**config.mk**
```make
export PLATFORM = sky130hd
export DESIGN_NAME = split_mode_dual_byte_timer
export DESIGN_NICKNAME = d
export VERILOG_FILES = /design/src/split_timer_pkg.sv /design/src/split_mode_dual_byte_timer.sv
export SDC_FILE = /design/constraint.sdc
export NUM_CORES = 1
export LEC_CHECK = 0
export BUFFER_PORTS_ARGS = -buffer_cell sky130_fd_sc_hd__buf_2
export CAP_MARGIN = 10
export CORE_MARGIN = 3
export CORE_UTILIZATION = 27
export CTS_CLUSTER_SIZE = 16
export DETAILED_ROUTE_END_ITERATION = 7
export HOLD_SLACK_MARGIN = 0.02
export PLACE_DENSITY = 0.52
export RECOVER_POWER = 50
export SYNTH_ARGS = -nofsm -noshare
export SYNTH_HDL_FRONTEND = slang
export SYNTH_SLANG_ARGS = --single-unit
```
**constraint.sdc**
```tcl
create_clock -name i_mclk -period 5.43 [get_ports i_mclk]
set_input_delay 0.8145 -clock i_mclk [delete_from_list [all_inputs] [get_ports i_mclk]]
set_output_delay 0.8145 -clock i_mclk [all_outputs]
set_load 0.1 [all_outputs]
```
**src/split_timer_pkg.sv**
```systemverilog
// Constants, register map and bus carrier for the split-mode dual byte timer
package split_timer_pkg;

  // Register offsets
  localparam logic [5:0] CTRLA_OFS      = 6'h00;
  localparam logic [5:0] SPLIT_CTRL_OFS = 6'h03;
  localparam logic [5:0] CMD_CLR_OFS    = 6'h04;
  localparam logic [5:0] CMD_SET_OFS    = 6'h05;
  localparam logic [5:0] IRQ_EN_OFS     = 6'h0a;
  localparam logic [5:0] IRQ_FLAG_OFS   = 6'h0b;
  localparam logic [5:0] DBG_OFS        = 6'h0e;
  localparam logic [5:0] LOW_CNT_OFS    = 6'h20;
  localparam logic [5:0] HIGH_CNT_OFS   = 6'h21;
  localparam logic [5:0] LOW_PER_OFS    = 6'h26;
  localparam logic [5:0] HIGH_PER_OFS   = 6'h27;
  localparam logic [5:0] LCMP_BASE_OFS  = 6'h28;
  localparam logic [5:0] CMP_STRIDE     = 6'h02;

  // Field positions
  localparam int ENABLE_BIT    = 0;
  localparam int CLKSEL_LSB    = 1;
  localparam int SPLIT_BIT     = 0;
  localparam int CMD_LSB       = 2;
  localparam int TGT_LSB        = 0;
  localparam int LCMP_FLAG_LSB  = 4;
  localparam int LOW_UNF_BIT    = 0;
  localparam int HIGH_UNF_BIT   = 1;
  localparam int RUN_HALTED_BIT = 0;

  // Implemented bits of the enable and flag registers
  localparam logic [7:0] IRQ_MASK = 8'h73;

  // Reset values
  localparam logic [7:0] REG_RST = 8'h00;
  localparam logic [7:0] CNT_RST = 8'h00;
  localparam logic [7:0] PER_RST = 8'hff;
  localparam logic [7:0] CMP_RST = 8'h00;

  // Command and command-target codes
  localparam logic [1:0] CMD_NONE       = 2'h0;
  localparam logic [1:0] CMD_RESTART    = 2'h2;
  localparam logic [1:0] CMD_HARD_RESET = 2'h3;
  localparam logic [1:0] TGT_BOTH       = 2'h3;

  // Prescaler masks: divide by 1,2,4,8,16,64,256,1024
  localparam logic [7:0][9:0] PRESC_MASK = {10'h3ff, 10'h0ff, 10'h03f, 10'h00f,
                                            10'h007, 10'h003, 10'h001, 10'h000};

  typedef struct packed {
    logic       wr;
    logic       rd;
    logic [5:0] addr;
    logic [7:0] wdata;
  } reg_req_s;

endpackage

```
**src/split_mode_dual_byte_timer.sv**
```systemverilog
// Split-mode dual 8-bit down-counter timer with compare channels and command registers
`timescale 1ns/1ns
`default_nettype none

module split_mode_dual_byte_timer
  import split_timer_pkg::*;
#(
  parameter int NUM_CMP = 3
) (
  input  wire logic     i_mclk,
  input  wire logic     i_rstn,
  input  wire logic     i_ce,
  input  wire reg_req_s i_req,
  input  wire logic     i_debug_halt,
  output var  logic [7:0] o_rdata,
  output var  logic     o_irq,
  output var  logic     o_running
);

  if (NUM_CMP < 1 || NUM_CMP > 3) begin : g_num_cmp_check
    $error("NUM_CMP must lie between 1 and 3");
  end

  function automatic logic wr_hit(input reg_req_s r, input logic [5:0] ofs);
    return r.wr && (r.addr == ofs);
  endfunction

  logic             halt_meta;
  logic             halt_sync;
  logic [3:0]       ctrla_reg;
  logic             split_reg;
  logic [1:0]       target_reg;
  logic [7:0]       irq_en_reg;
  logic [7:0]       flags_reg;
  logic             run_halted_reg;
  logic [9:0]       div_reg;
  logic [7:0]       cnt_reg [2];
  logic [7:0]       per_reg [2];
  logic [7:0]       lcmp_reg [NUM_CMP];

  logic             enabled;
  logic             run;
  logic             tick;
  logic             set_wr;
  logic             clr_wr;
  logic [1:0]       cmd_code;
  logic [1:0]       target_after;
  logic             restart_cmd;
  logic             hard_cmd;
  logic [7:0]       flag_set;
  logic [7:0]       flag_clr;
  logic [9:0]       presc_mask;

  // Debug halt comes from another block's timing; sync before use
  always_ff @(posedge i_mclk or negedge i_rstn) begin
    if (!i_rstn) begin
      halt_meta <= 1'b0;
      halt_sync <= 1'b0;
    end else if (i_ce) begin
      halt_meta <= i_debug_halt;
      halt_sync <= halt_meta;
    end
  end

  assign enabled    = ctrla_reg[ENABLE_BIT];
  // Timer only runs in split mode; normal 16-bit mode is not built here
  assign run        = enabled && split_reg && (!halt_sync || run_halted_reg);
  assign presc_mask = PRESC_MASK[ctrla_reg[CLKSEL_LSB +: 3]];
  assign tick       = i_ce && run && ((div_reg & presc_mask) == presc_mask);

  // Split-only registers are decoded only while the split map is active
  assign set_wr      = wr_hit(i_req, CMD_SET_OFS) && split_reg;
  assign clr_wr      = wr_hit(i_req, CMD_CLR_OFS) && split_reg;
  assign cmd_code    = i_req.wdata[CMD_LSB +: 2];
  assign target_after = target_reg | i_req.wdata[TGT_LSB +: 2];
  // Reserved command and target codes do nothing
  assign restart_cmd = set_wr && (cmd_code == CMD_RESTART) && (target_after == TGT_BOTH);
  assign hard_cmd    = set_wr && (cmd_code == CMD_HARD_RESET) && (target_after == TGT_BOTH)
                       && !enabled;

  always_ff @(posedge i_mclk or negedge i_rstn) begin
    if (!i_rstn) begin
      div_reg <= 10'h000;
    end else if (i_ce) begin
      if (!run || restart_cmd) begin
        div_reg <= 10'h000;
      end else begin
        div_reg <= div_reg + 10'h001;
      end
    end
  end

  always_ff @(posedge i_mclk or negedge i_rstn) begin
    if (!i_rstn) begin
      ctrla_reg  <= REG_RST[3:0];
      split_reg  <= 1'b0;
      run_halted_reg <= 1'b0;
      irq_en_reg <= REG_RST;
    end else if (i_ce) begin
      if (wr_hit(i_req, CTRLA_OFS)) begin
        ctrla_reg <= i_req.wdata[3:0];
      end
      if (wr_hit(i_req, SPLIT_CTRL_OFS)) begin
        split_reg <= i_req.wdata[SPLIT_BIT];
      end
      if (wr_hit(i_req, DBG_OFS)) begin
        run_halted_reg <= i_req.wdata[RUN_HALTED_BIT];
      end
      if (wr_hit(i_req, IRQ_EN_OFS) && split_reg) begin
        irq_en_reg <= i_req.wdata & IRQ_MASK;
      end
    end
  end

  // Only the target field is stored; the command field acts and is dropped
  always_ff @(posedge i_mclk or negedge i_rstn) begin
    if (!i_rstn) begin
      target_reg <= REG_RST[1:0];
    end else if (i_ce) begin
      if (set_wr) begin
        target_reg <= target_after;
      end else if (clr_wr) begin
        target_reg <= target_reg & ~i_req.wdata[TGT_LSB +: 2];
      end
    end
  end

  genvar b;
  generate
    for (b = 0; b < 2; b++) begin : g_byte
      localparam logic [5:0] CNT_OFS = (b == 0) ? LOW_CNT_OFS : HIGH_CNT_OFS;
      localparam logic [5:0] PER_OFS = (b == 0) ? LOW_PER_OFS : HIGH_PER_OFS;

      always_ff @(posedge i_mclk or negedge i_rstn) begin
        if (!i_rstn) begin
          cnt_reg[b] <= CNT_RST;
        end else if (i_ce) begin
          if (wr_hit(i_req, CNT_OFS) && split_reg) begin
            cnt_reg[b] <= i_req.wdata;
          end else if (hard_cmd || restart_cmd) begin
            cnt_reg[b] <= CNT_RST;
          end else if (tick) begin
            if (cnt_reg[b] == 8'h00) begin
              cnt_reg[b] <= per_reg[b];
            end else begin
              cnt_reg[b] <= cnt_reg[b] - 8'h01;
            end
          end
        end
      end

      always_ff @(posedge i_mclk or negedge i_rstn) begin
        if (!i_rstn) begin
          per_reg[b] <= PER_RST;
        end else if (i_ce) begin
          if (wr_hit(i_req, PER_OFS) && split_reg) begin
            per_reg[b] <= i_req.wdata;
          end else if (hard_cmd) begin
            per_reg[b] <= PER_RST;
          end
        end
      end
    end
  endgenerate

  genvar n;
  generate
    for (n = 0; n < NUM_CMP; n++) begin : g_cmp
      localparam logic [5:0] OFS = LCMP_BASE_OFS + CMP_STRIDE * 6'(n);

      always_ff @(posedge i_mclk or negedge i_rstn) begin
        if (!i_rstn) begin
          lcmp_reg[n] <= CMP_RST;
        end else if (i_ce) begin
          if (wr_hit(i_req, OFS) && split_reg) begin
            lcmp_reg[n] <= i_req.wdata;
          end else if (hard_cmd) begin
            lcmp_reg[n] <= CMP_RST;
          end
        end
      end
    end
  endgenerate

  // Events are sampled on the prescaled tick, so a halted timer raises none
  always_comb begin
    flag_set           = 8'h00;
    flag_set[LOW_UNF_BIT]  = tick && (cnt_reg[0] == 8'h00);
    flag_set[HIGH_UNF_BIT] = tick && (cnt_reg[1] == 8'h00);
    for (int k = 0; k < NUM_CMP; k++) begin
      flag_set[LCMP_FLAG_LSB + k] = tick && (cnt_reg[0] == lcmp_reg[k]);
    end
  end

  assign flag_clr = (wr_hit(i_req, IRQ_FLAG_OFS) && split_reg) ? (i_req.wdata & IRQ_MASK)
                                                               : 8'h00;

  // A new event in the clearing cycle wins so no event is lost
  always_ff @(posedge i_mclk or negedge i_rstn) begin
    if (!i_rstn) begin
      flags_reg <= REG_RST;
    end else if (i_ce) begin
      flags_reg <= (flags_reg & ~flag_clr) | flag_set;
    end
  end

  always_ff @(posedge i_mclk or negedge i_rstn) begin
    if (!i_rstn) begin
      o_irq     <= 1'b0;
      o_running <= 1'b0;
    end else if (i_ce) begin
      o_irq     <= |(flags_reg & irq_en_reg);
      o_running <= run;
    end
  end

  always_ff @(posedge i_mclk or negedge i_rstn) begin
    if (!i_rstn) begin
      o_rdata <= 8'h00;
    end else if (i_ce && i_req.rd) begin
      o_rdata <= 8'h00;
      case (i_req.addr)
        CTRLA_OFS:      o_rdata <= {4'h0, ctrla_reg};
        SPLIT_CTRL_OFS: o_rdata <= {7'h00, split_reg};
        DBG_OFS:        o_rdata <= {7'h00, run_halted_reg};
        default: begin
          if (split_reg) begin
            case (i_req.addr)
              CMD_CLR_OFS,
              CMD_SET_OFS:  o_rdata <= {6'h00, target_reg};
              IRQ_EN_OFS:   o_rdata <= irq_en_reg;
              IRQ_FLAG_OFS: o_rdata <= flags_reg;
              LOW_CNT_OFS:  o_rdata <= cnt_reg[0];
              HIGH_CNT_OFS: o_rdata <= cnt_reg[1];
              LOW_PER_OFS:  o_rdata <= per_reg[0];
              HIGH_PER_OFS: o_rdata <= per_reg[1];
              default: begin
                for (int k = 0; k < NUM_CMP; k++) begin
                  if (i_req.addr == LCMP_BASE_OFS + CMP_STRIDE * 6'(k)) begin
                    o_rdata <= lcmp_reg[k];
                  end
                end
              end
            endcase
          end
        end
      endcase
    end
  end

  logic cnt_untouched;
  assign cnt_untouched = !(wr_hit(i_req, LOW_CNT_OFS) && split_reg) && !restart_cmd && !hard_cmd;

  property p_cmd_reads_zero;
    @(posedge i_mclk) disable iff (!i_rstn)
    (i_ce && i_req.rd && (i_req.addr == CMD_SET_OFS || i_req.addr == CMD_CLR_OFS))
      |=> (o_rdata[CMD_LSB +: 2] == 2'h0);
  endproperty
  a_cmd_reads_zero: assert property (p_cmd_reads_zero)
    else $error("command field read back nonzero");

  property p_set_target;
    @(posedge i_mclk) disable iff (!i_rstn)
    (i_ce && set_wr) |=> (target_reg == $past(target_reg | i_req.wdata[1:0]));
  endproperty
  a_set_target: assert property (p_set_target)
    else $error("set register did not set target bits");

  property p_clr_target;
    @(posedge i_mclk) disable iff (!i_rstn)
    (i_ce && clr_wr) |=> (target_reg == $past(target_reg & ~i_req.wdata[1:0]));
  endproperty
  a_clr_target: assert property (p_clr_target)
    else $error("clear register did not clear target bits");

  property p_low_underflow;
    @(posedge i_mclk) disable iff (!i_rstn)
    (tick && cnt_reg[0] == 8'h00) |=> flags_reg[LOW_UNF_BIT];
  endproperty
  a_low_underflow: assert property (p_low_underflow)
    else $error("low underflow flag not set at bottom");

  property p_high_underflow;
    @(posedge i_mclk) disable iff (!i_rstn)
    (tick && cnt_reg[1] == 8'h00) |=> flags_reg[HIGH_UNF_BIT];
  endproperty
  a_high_underflow: assert property (p_high_underflow)
    else $error("high underflow flag not set at bottom");

  property p_cmp0_flag;
    @(posedge i_mclk) disable iff (!i_rstn)
    (tick && cnt_reg[0] == lcmp_reg[0]) |=> flags_reg[LCMP_FLAG_LSB];
  endproperty
  a_cmp0_flag: assert property (p_cmp0_flag)
    else $error("compare flag 0 not set on match");

  property p_flag_sticky;
    @(posedge i_mclk) disable iff (!i_rstn)
    (flags_reg[LOW_UNF_BIT] && !flag_clr[LOW_UNF_BIT]) |=> flags_reg[LOW_UNF_BIT];
  endproperty
  a_flag_sticky: assert property (p_flag_sticky)
    else $error("low underflow flag dropped without clear");

  property p_write_wins;
    @(posedge i_mclk) disable iff (!i_rstn)
    (i_ce && wr_hit(i_req, LOW_CNT_OFS) && split_reg) |=> (cnt_reg[0] == $past(i_req.wdata));
  endproperty
  a_write_wins: assert property (p_write_wins)
    else $error("counter write lost");

  property p_reload;
    @(posedge i_mclk) disable iff (!i_rstn)
    (tick && cnt_reg[0] == 8'h00 && cnt_untouched) |=> (cnt_reg[0] == $past(per_reg[0]));
  endproperty
  a_reload: assert property (p_reload)
    else $error("low counter did not reload period");

  property p_hard_ignored;
    @(posedge i_mclk) disable iff (!i_rstn)
    (i_ce && enabled && set_wr && cmd_code == CMD_HARD_RESET) |=> (per_reg[0] == $past(per_reg[0])
      || $past(wr_hit(i_req, LOW_PER_OFS)));
  endproperty
  a_hard_ignored: assert property (p_hard_ignored)
    else $error("hard reset acted while enabled");

  property p_halt_freeze;
    @(posedge i_mclk) disable iff (!i_rstn)
    (halt_sync && !run_halted_reg && cnt_untouched) |=> (cnt_reg[0] == $past(cnt_reg[0]));
  endproperty
  a_halt_freeze: assert property (p_halt_freeze)
    else $error("counter moved during debug halt");

endmodule

`default_nettype wire

```
==> impl_metrics.tcl, run 1 <==
set metrics [dict create \
    antenna_cells 0 \
    antenna_found_initial 0 \
    synth-edff-count 0 \
    reg2reg_from "ctrla_reg[0]" \
    worstSetupPathType "in2reg" \
    nets 646 \
    p_int_w 0.001114 \
    clockBufferDepth 2 \
    cp-start-kind "primary input" \
    arrival_ns 3.57 \
    die_w_um 150.3 \
    cts_setup_buffers 0 \
    wl_per_cell_um 19.58 \
    largest_reg_flops 24 \
    vias_per_cell 5.396 \
    syn-num-nets 642 \
    clockRootBuffer "clkbuf_16" \
    drtIter0Drc 383 \
    gp_congestion 0.8761 \
    synth_cell_type_count 70 \
    hold_path_end "o_rdata[5]" \
    drive_above_1_share 0.1629 \
    ys_seq_area_frac 0.4309 \
    initial_core_util 0.2761 \
    core_area_mm2 0.02036 \
    max_cap_violations 1 \
    yosys-top-cells-count "dfrtp_1 (80), nand2_1 (75), o21ai_0 (72)" \
    p_per_area_mw_per_mm2 251.0 \
    min_period_ns 3.340 \
    grt_pass1_wl_um 27740 \
    synthSimpleGateAreaFrac 0.2059 \
    ios 30 \
    die_h_um 150.3 \
    period_share 0.6150 \
    grt_usage 0.1618 \
    ir_worst_vdd_v 0.0001147 \
    synth_compound_area_frac 0.2032 \
    p_comb_frac 0.113 \
    detail-route-antenna-nets 0 \
    clkTransAtPathRegs_ns 0.07 \
    seqPwrFrac 0.485 \
    tightest_slew_ns 3.036 \
    violations "capacitance limit, slew limit" \
    htree_num_levels 3 \
    r2r_end "cnt_reg[2]" \
    ys_ff_latch 96 \
    worstPathMaxFanout 22 \
    gr-total-overflow 0 \
    layout_setup_ws_ns 2.090 \
    grt_pass1_vias 4599 \
    setup_tns_ns 0 \
    synth_most_common_cell "dfrtp_1" \
    fmax_mhz 299.4 \
    postSynthCellCount 617 \
    rrSetupSlack_ns 2.90 \
    setup_viol_count_final 0 \
    drv_slew 56 \
    crit_path_end_kind "flop" \
    clkPwrFrac 0.402 \
    synth.area.mux_share 0.05164 \
    rr_worst_depth 5 \
    finalWirelength_um 17550 \
    cts_hold_buf 0 \
    grt_max_degree 56 \
    switching_share 0.2865 \
    synthToLayoutAreaGrowth_pct 10.64 \
    clk_latency_ns 0.36 \
    synthAdderAreaFrac 0.01113 \
    relSlewSlack -1.024 \
    clock-sinks 96 \
    syn_avg_cell_area_um2 9.111 \
    first_pass_iters 5 \
    synth_area_mm2 0.005622 \
    numPortBuffers 29 \
    synth-xor-area-share 0.05453 \
    ys_warn_count 0 \
    place_worst_setup_slack_ns 2.135 \
    synth_top_family_by_area "simple AND/OR/NAND/NOR gates" \
    rows 52 \
    hpwlAfterDp_um 12740 \
    final_util 0.3054 \
    dieArea_mm2 0.02259 \
    status "complete, but fails checks" \
    finClkSkew_ns 0.01484 \
    p_leak_nw 2.518 \
    yosys.area.top_type "dfrtp_1" \
    numCtsBuffers 9 \
    cts_tree "yes" \
    ctsResizeCount 0 \
    rsz0062_at_grt "false" \
    cp.required_ns 5.66 \
    worstHoldStart "o_rdata[5]" \
    synth_area_leaders "dfrtp_1 (36%), dfstp_2 (7.5%), o21ai_0 (6.4%)" \
    yosysTopAreaCellShare 0.3561 \
    ys_async_sr_fraction 1.000 \
    drc 0 \
    p_switching_w 0.0004474 \
    hold_depth 2 \
    hold_violations 0 \
    fillerInstances 2128 \
    hp-class "reg2reg" \
    synthFlopType "dfrtp_1" \
    vias 4835 \
]
[per-stage QoR]
step | instance area (um^2) | power, W | hold slack (ns) | std cells
3_5_place_dp | 5938 | 0.0009461 | 0.4734 | 880
4_1_cts | 6225 | 0.001580 | 0.4896 | 896
2_1_floorplan | 5622 | 0.0008803 | 0.4492 | 617
3_3_place_gp | 5938 | 0.0009478 | 0.4702 | 880
5_1_grt | 6220 | 0.001631 | 0.5208 | 896
6_report | 6220 | 0.001561 | 0.4807 | 896
[cell type report]
| cell class | instances | area [um^2] | share of cell area |
|---|---|---|---|
| Timing Repair Buffer | 30 | 150.1 | 0.02414 |
| Clock inverter | 7 | 61.31 | 0.009857 |
| Tap cell | 270 | 337.8 | 0.05431 |
| Inverter | 17 | 63.81 | 0.01026 |
| Clock buffer | 9 | 225.2 | 0.03621 |
| Multi-Input combinational cell | 467 | 2959 | 0.4758 |
| Sequential cell | 96 | 2422 | 0.3895 |
[power groups by stage]
stage	Combinational, W	Sequential (W)	Clock [W]
3_3_place_gp	0.000177	0.000770	0
2_1_floorplan	0.000119	0.000762	0
6_report	0.000177	0.000757	0.000628
3_5_place_dp	0.000176	0.000770	0
5_1_grt	0.000198	0.000759	0.000674
4_1_cts	0.000178	0.000756	0.000646
[worst max path at each step]
stage / start / end / slack [ns] / cells past startpoint
after global routing: i_rstn / flags_reg[0] / 1.51 / 2
after floorplan: i_req[13] / cnt_reg[10] / 2.95 / 8
after CTS: i_req[8] / cnt_reg[9] / 2.52 / 7
final: i_ce / cnt_reg[2] / 2.09 / 6
after global placement: i_req[9] / cnt_reg[9] / 2.19 / 7
after detailed placement: i_req[8] / cnt_reg[9] / 2.14 / 7
[placed cells by master (no fill, tap or decap), types with 5 or more instances in the layout]
| master | instances |
|---|---|
| xnor2_1 | 32 |
| a22oi_1 | 18 |
| ha_1 | 5 |
| nand2b_1 | 9 |
| a31oi_1 | 5 |
| dfstp_2 | 16 |
| o31ai_1 | 8 |
| nor3_1 | 10 |
| and2_1 | 6 |
| a22o_1 | 9 |
| nor2_1 | 42 |
| nand2_1 | 75 |
| inv_1 | 17 |
| a211oi_1 | 6 |
| dfrtp_1 | 80 |
| mux2_2 | 24 |
| nand3_1 | 31 |
| buf_2 | 27 |
| o21ai_0 | 72 |
| a221oi_1 | 5 |
| a21oi_1 | 17 |
| nand4_1 | 14 |
| clkbuf_16 | 9 |
[critical path, stage by stage]
cell       delay (ns)
clkbuf_1         0.75
o2111ai_1        0.29
a21oi_1          0.20
nand4_1          0.63
a21oi_4          0.51
mux2_2           0.38
[cell families (layout without fill, tap and decap cells)]
group | Yosys count | after routing
buffers and inverters | 54 | 63
adders and majority gates | 5 | 5
and+or+nand+nor | 226 | 226
xor gates and xnor gates | 35 | 35
AOI/OAI and AO/OA | 175 | 175
DFF | 96 | 96
muxes | 26 | 26
[routing by layer]
metal	up-vias	wire, um	global-route usage
met3	27	1136	0.02860
met5	-	0	0
li1	2243	-	-
met4	0	504	0.06770
met1	2398	8122	0.2294
met2	167	7784	0.2427
Note: power is estimated with default switching activity, not from simulation.
==> inputs of run 2 (changes only) <==
Clock period 5.43 ns to 3.3 ns, I/O delays scaled along.
==> run 2 against run 1 <==
The run still ends with capacitance limit, slew limit left. Highest routed layer unchanged. Clock-buffer cell count up 1. Core utilization up 0.54 points. Design area up 1.8%. Final cell count up 0.89%. Flip-flop and latch count unchanged. Combinational power up 65%. Critical path depth up 2. Wire length up 0.38%. First-iteration DRC count up 41%. Power up 75%.
==> impl_metrics.tcl, run 2 (synthesis results as in run 1) <==
set metrics [dict create \
    min_period_ns 2.574 \
    period_share 0.7799 \
    ir_worst_vdd_v 0.0001879 \
    finClkSkew_ns 0.007115 \
    dp.cells 888 \
    reg2reg_from "cnt_reg[8]" \
    dieArea_mm2 0.02259 \
    hold-worst-slack_ns 0.3736 \
    cts_tree "yes" \
    hpwlAfterDp_um 12870 \
    arrival_ns 2.81 \
    antenna_cells 0 \
    drtIter0Drc 539 \
    placed_cell_area_mm2 0.006011 \
    setup_tns_ns 0 \
    fin_area_mm2 0.006330 \
    relSlewSlack -0.5543 \
    max_cap_violations 1 \
    hp-class "in2reg" \
    status "complete, but fails checks" \
    cp-start-kind "primary input" \
    critPathLaunch "i_ce" \
    htree_num_levels 3 \
    worstPathMaxFanout 15 \
    numPortBuffers 29 \
    vias 4808 \
    die_h_um 150.3 \
    cp_cell_sequence "clkbuf_1 > clkbuf_1 > o2111ai_1 > a21oi_1 > nand4_1 > buf_4 > a21oi_4 > mux2_2" \
    crit_path_end_kind "flop" \
    final_cell_mix "dfrtp_1 (80), nand2_1 (75), o21ai_0 (72), nor2_1 (42), xnor2_1 (32)" \
    grt_pass1_wl_um 27630 \
    largest_reg_flops 24 \
    tightest_slew_ns 2.331 \
    rr_worst_depth 7 \
    antenna_found_initial 0 \
    nets 654 \
    wl_per_cell_um 19.48 \
    ctsResizeCount 0 \
    ios 30 \
    final_common_cell "dfrtp_1" \
    initial_core_util 0.2761 \
    cp.required_ns 3.54 \
    worstSetupPathType "in2reg" \
    cts_setup_buffers 0 \
    core_area_mm2 0.02036 \
    numCtsBuffers 9 \
    grt_pass1_vias 4644 \
    slowest_delay_ns 0.55 \
    hold_violations 0 \
    p_per_area_mw_per_mm2 431.3 \
    synthToLayoutAreaGrowth_pct 12.60 \
    clk_latency_ns 0.36 \
    fmax_mhz 388.6 \
    rsz0062_at_grt "false" \
    p_leak_nw 2.581 \
    die_w_um 150.3 \
    vias_per_cell 5.319 \
    worstHoldStart "i_debug_halt" \
    clkTransAtPathRegs_ns 0.07 \
    setup_viol_count_final 0 \
    finalWirelength_um 17610 \
    hold_depth 2 \
    gr-total-overflow 0 \
    grt_usage 0.1599 \
    cts_hold_buf 0 \
    gp_congestion 0.8852 \
    rows 52 \
    finalPower_w 0.002730 \
    cp_slowest_cell "clkbuf_1" \
    drv_slew 40 \
    first_pass_iters 5 \
    grt_max_degree 58 \
    stdcell_count 904 \
    drive_above_1_share 0.1703 \
    clockRootBuffer "clkbuf_16" \
    clockBufferDepth 2 \
    path_common_cell "clkbuf_1" \
    detail-route-antenna-nets 0 \
    drc 0 \
    clock-sinks 96 \
    violations "capacitance limit, slew limit" \
]
==> run 2: power by group <==
group	leakage (nW)	internal, W	switching, W
logic	1.16	0.000108	0.000184
registers	1.26	0.00120	0.0000427
clock network	0.159	0.000689	0.000505
==> run 2: per-stage QoR <==
stage                     utilization  setup slack, ns
after detailed placement       0.2952           0.6994
after global placement         0.2952           0.7556
after CTS                      0.3113           0.8775
after floorplan                     -            1.141
after global routing           0.3108           0.5823
final                          0.3108           0.7264
==> run 2: worst max-delay path: cells and delay by family <==
family,cells,cell delay [ns]
buffers and inverters,3,1.10
AOI/OAI and AO/OA,3,0.73
muxes,1,0.37
and+or+nand+nor,1,0.11
==> run 2: layout make-up <==
type,count,area [um^2]
clock buffers,10,239.0
clock inverters,6,90.09
flip-flops and latches,96,2422
fillers,2172,14030
well taps,270,337.8
repair buffers,38,217.7
inverters,17,63.81
multi-input cells,467,2959
==> run 2: worst paths after layout <==
| kind | slack, ns | to |
|---|---|---|
| min | 0.37 | halt_meta |
| max in group asynchronous | 1.13 | cnt_reg[7] |
| max reg2reg | 0.78 | cnt_reg[9] |
| min in group asynchronous | 0.83 | o_rdata[5] |
| max | 0.73 | cnt_reg[2] |
| min reg2reg | 0.48 | o_rdata[6] |
==> run 2: metal layers <==
metal  routed length (um)  global-route usage  up-vias
li1                     -                   -     2257
met5                    0                   0        -
met4                  473             0.06221        0
met1                 8590              0.2300     2369
met3                  919             0.02800       26
met2                 7629              0.2384      156
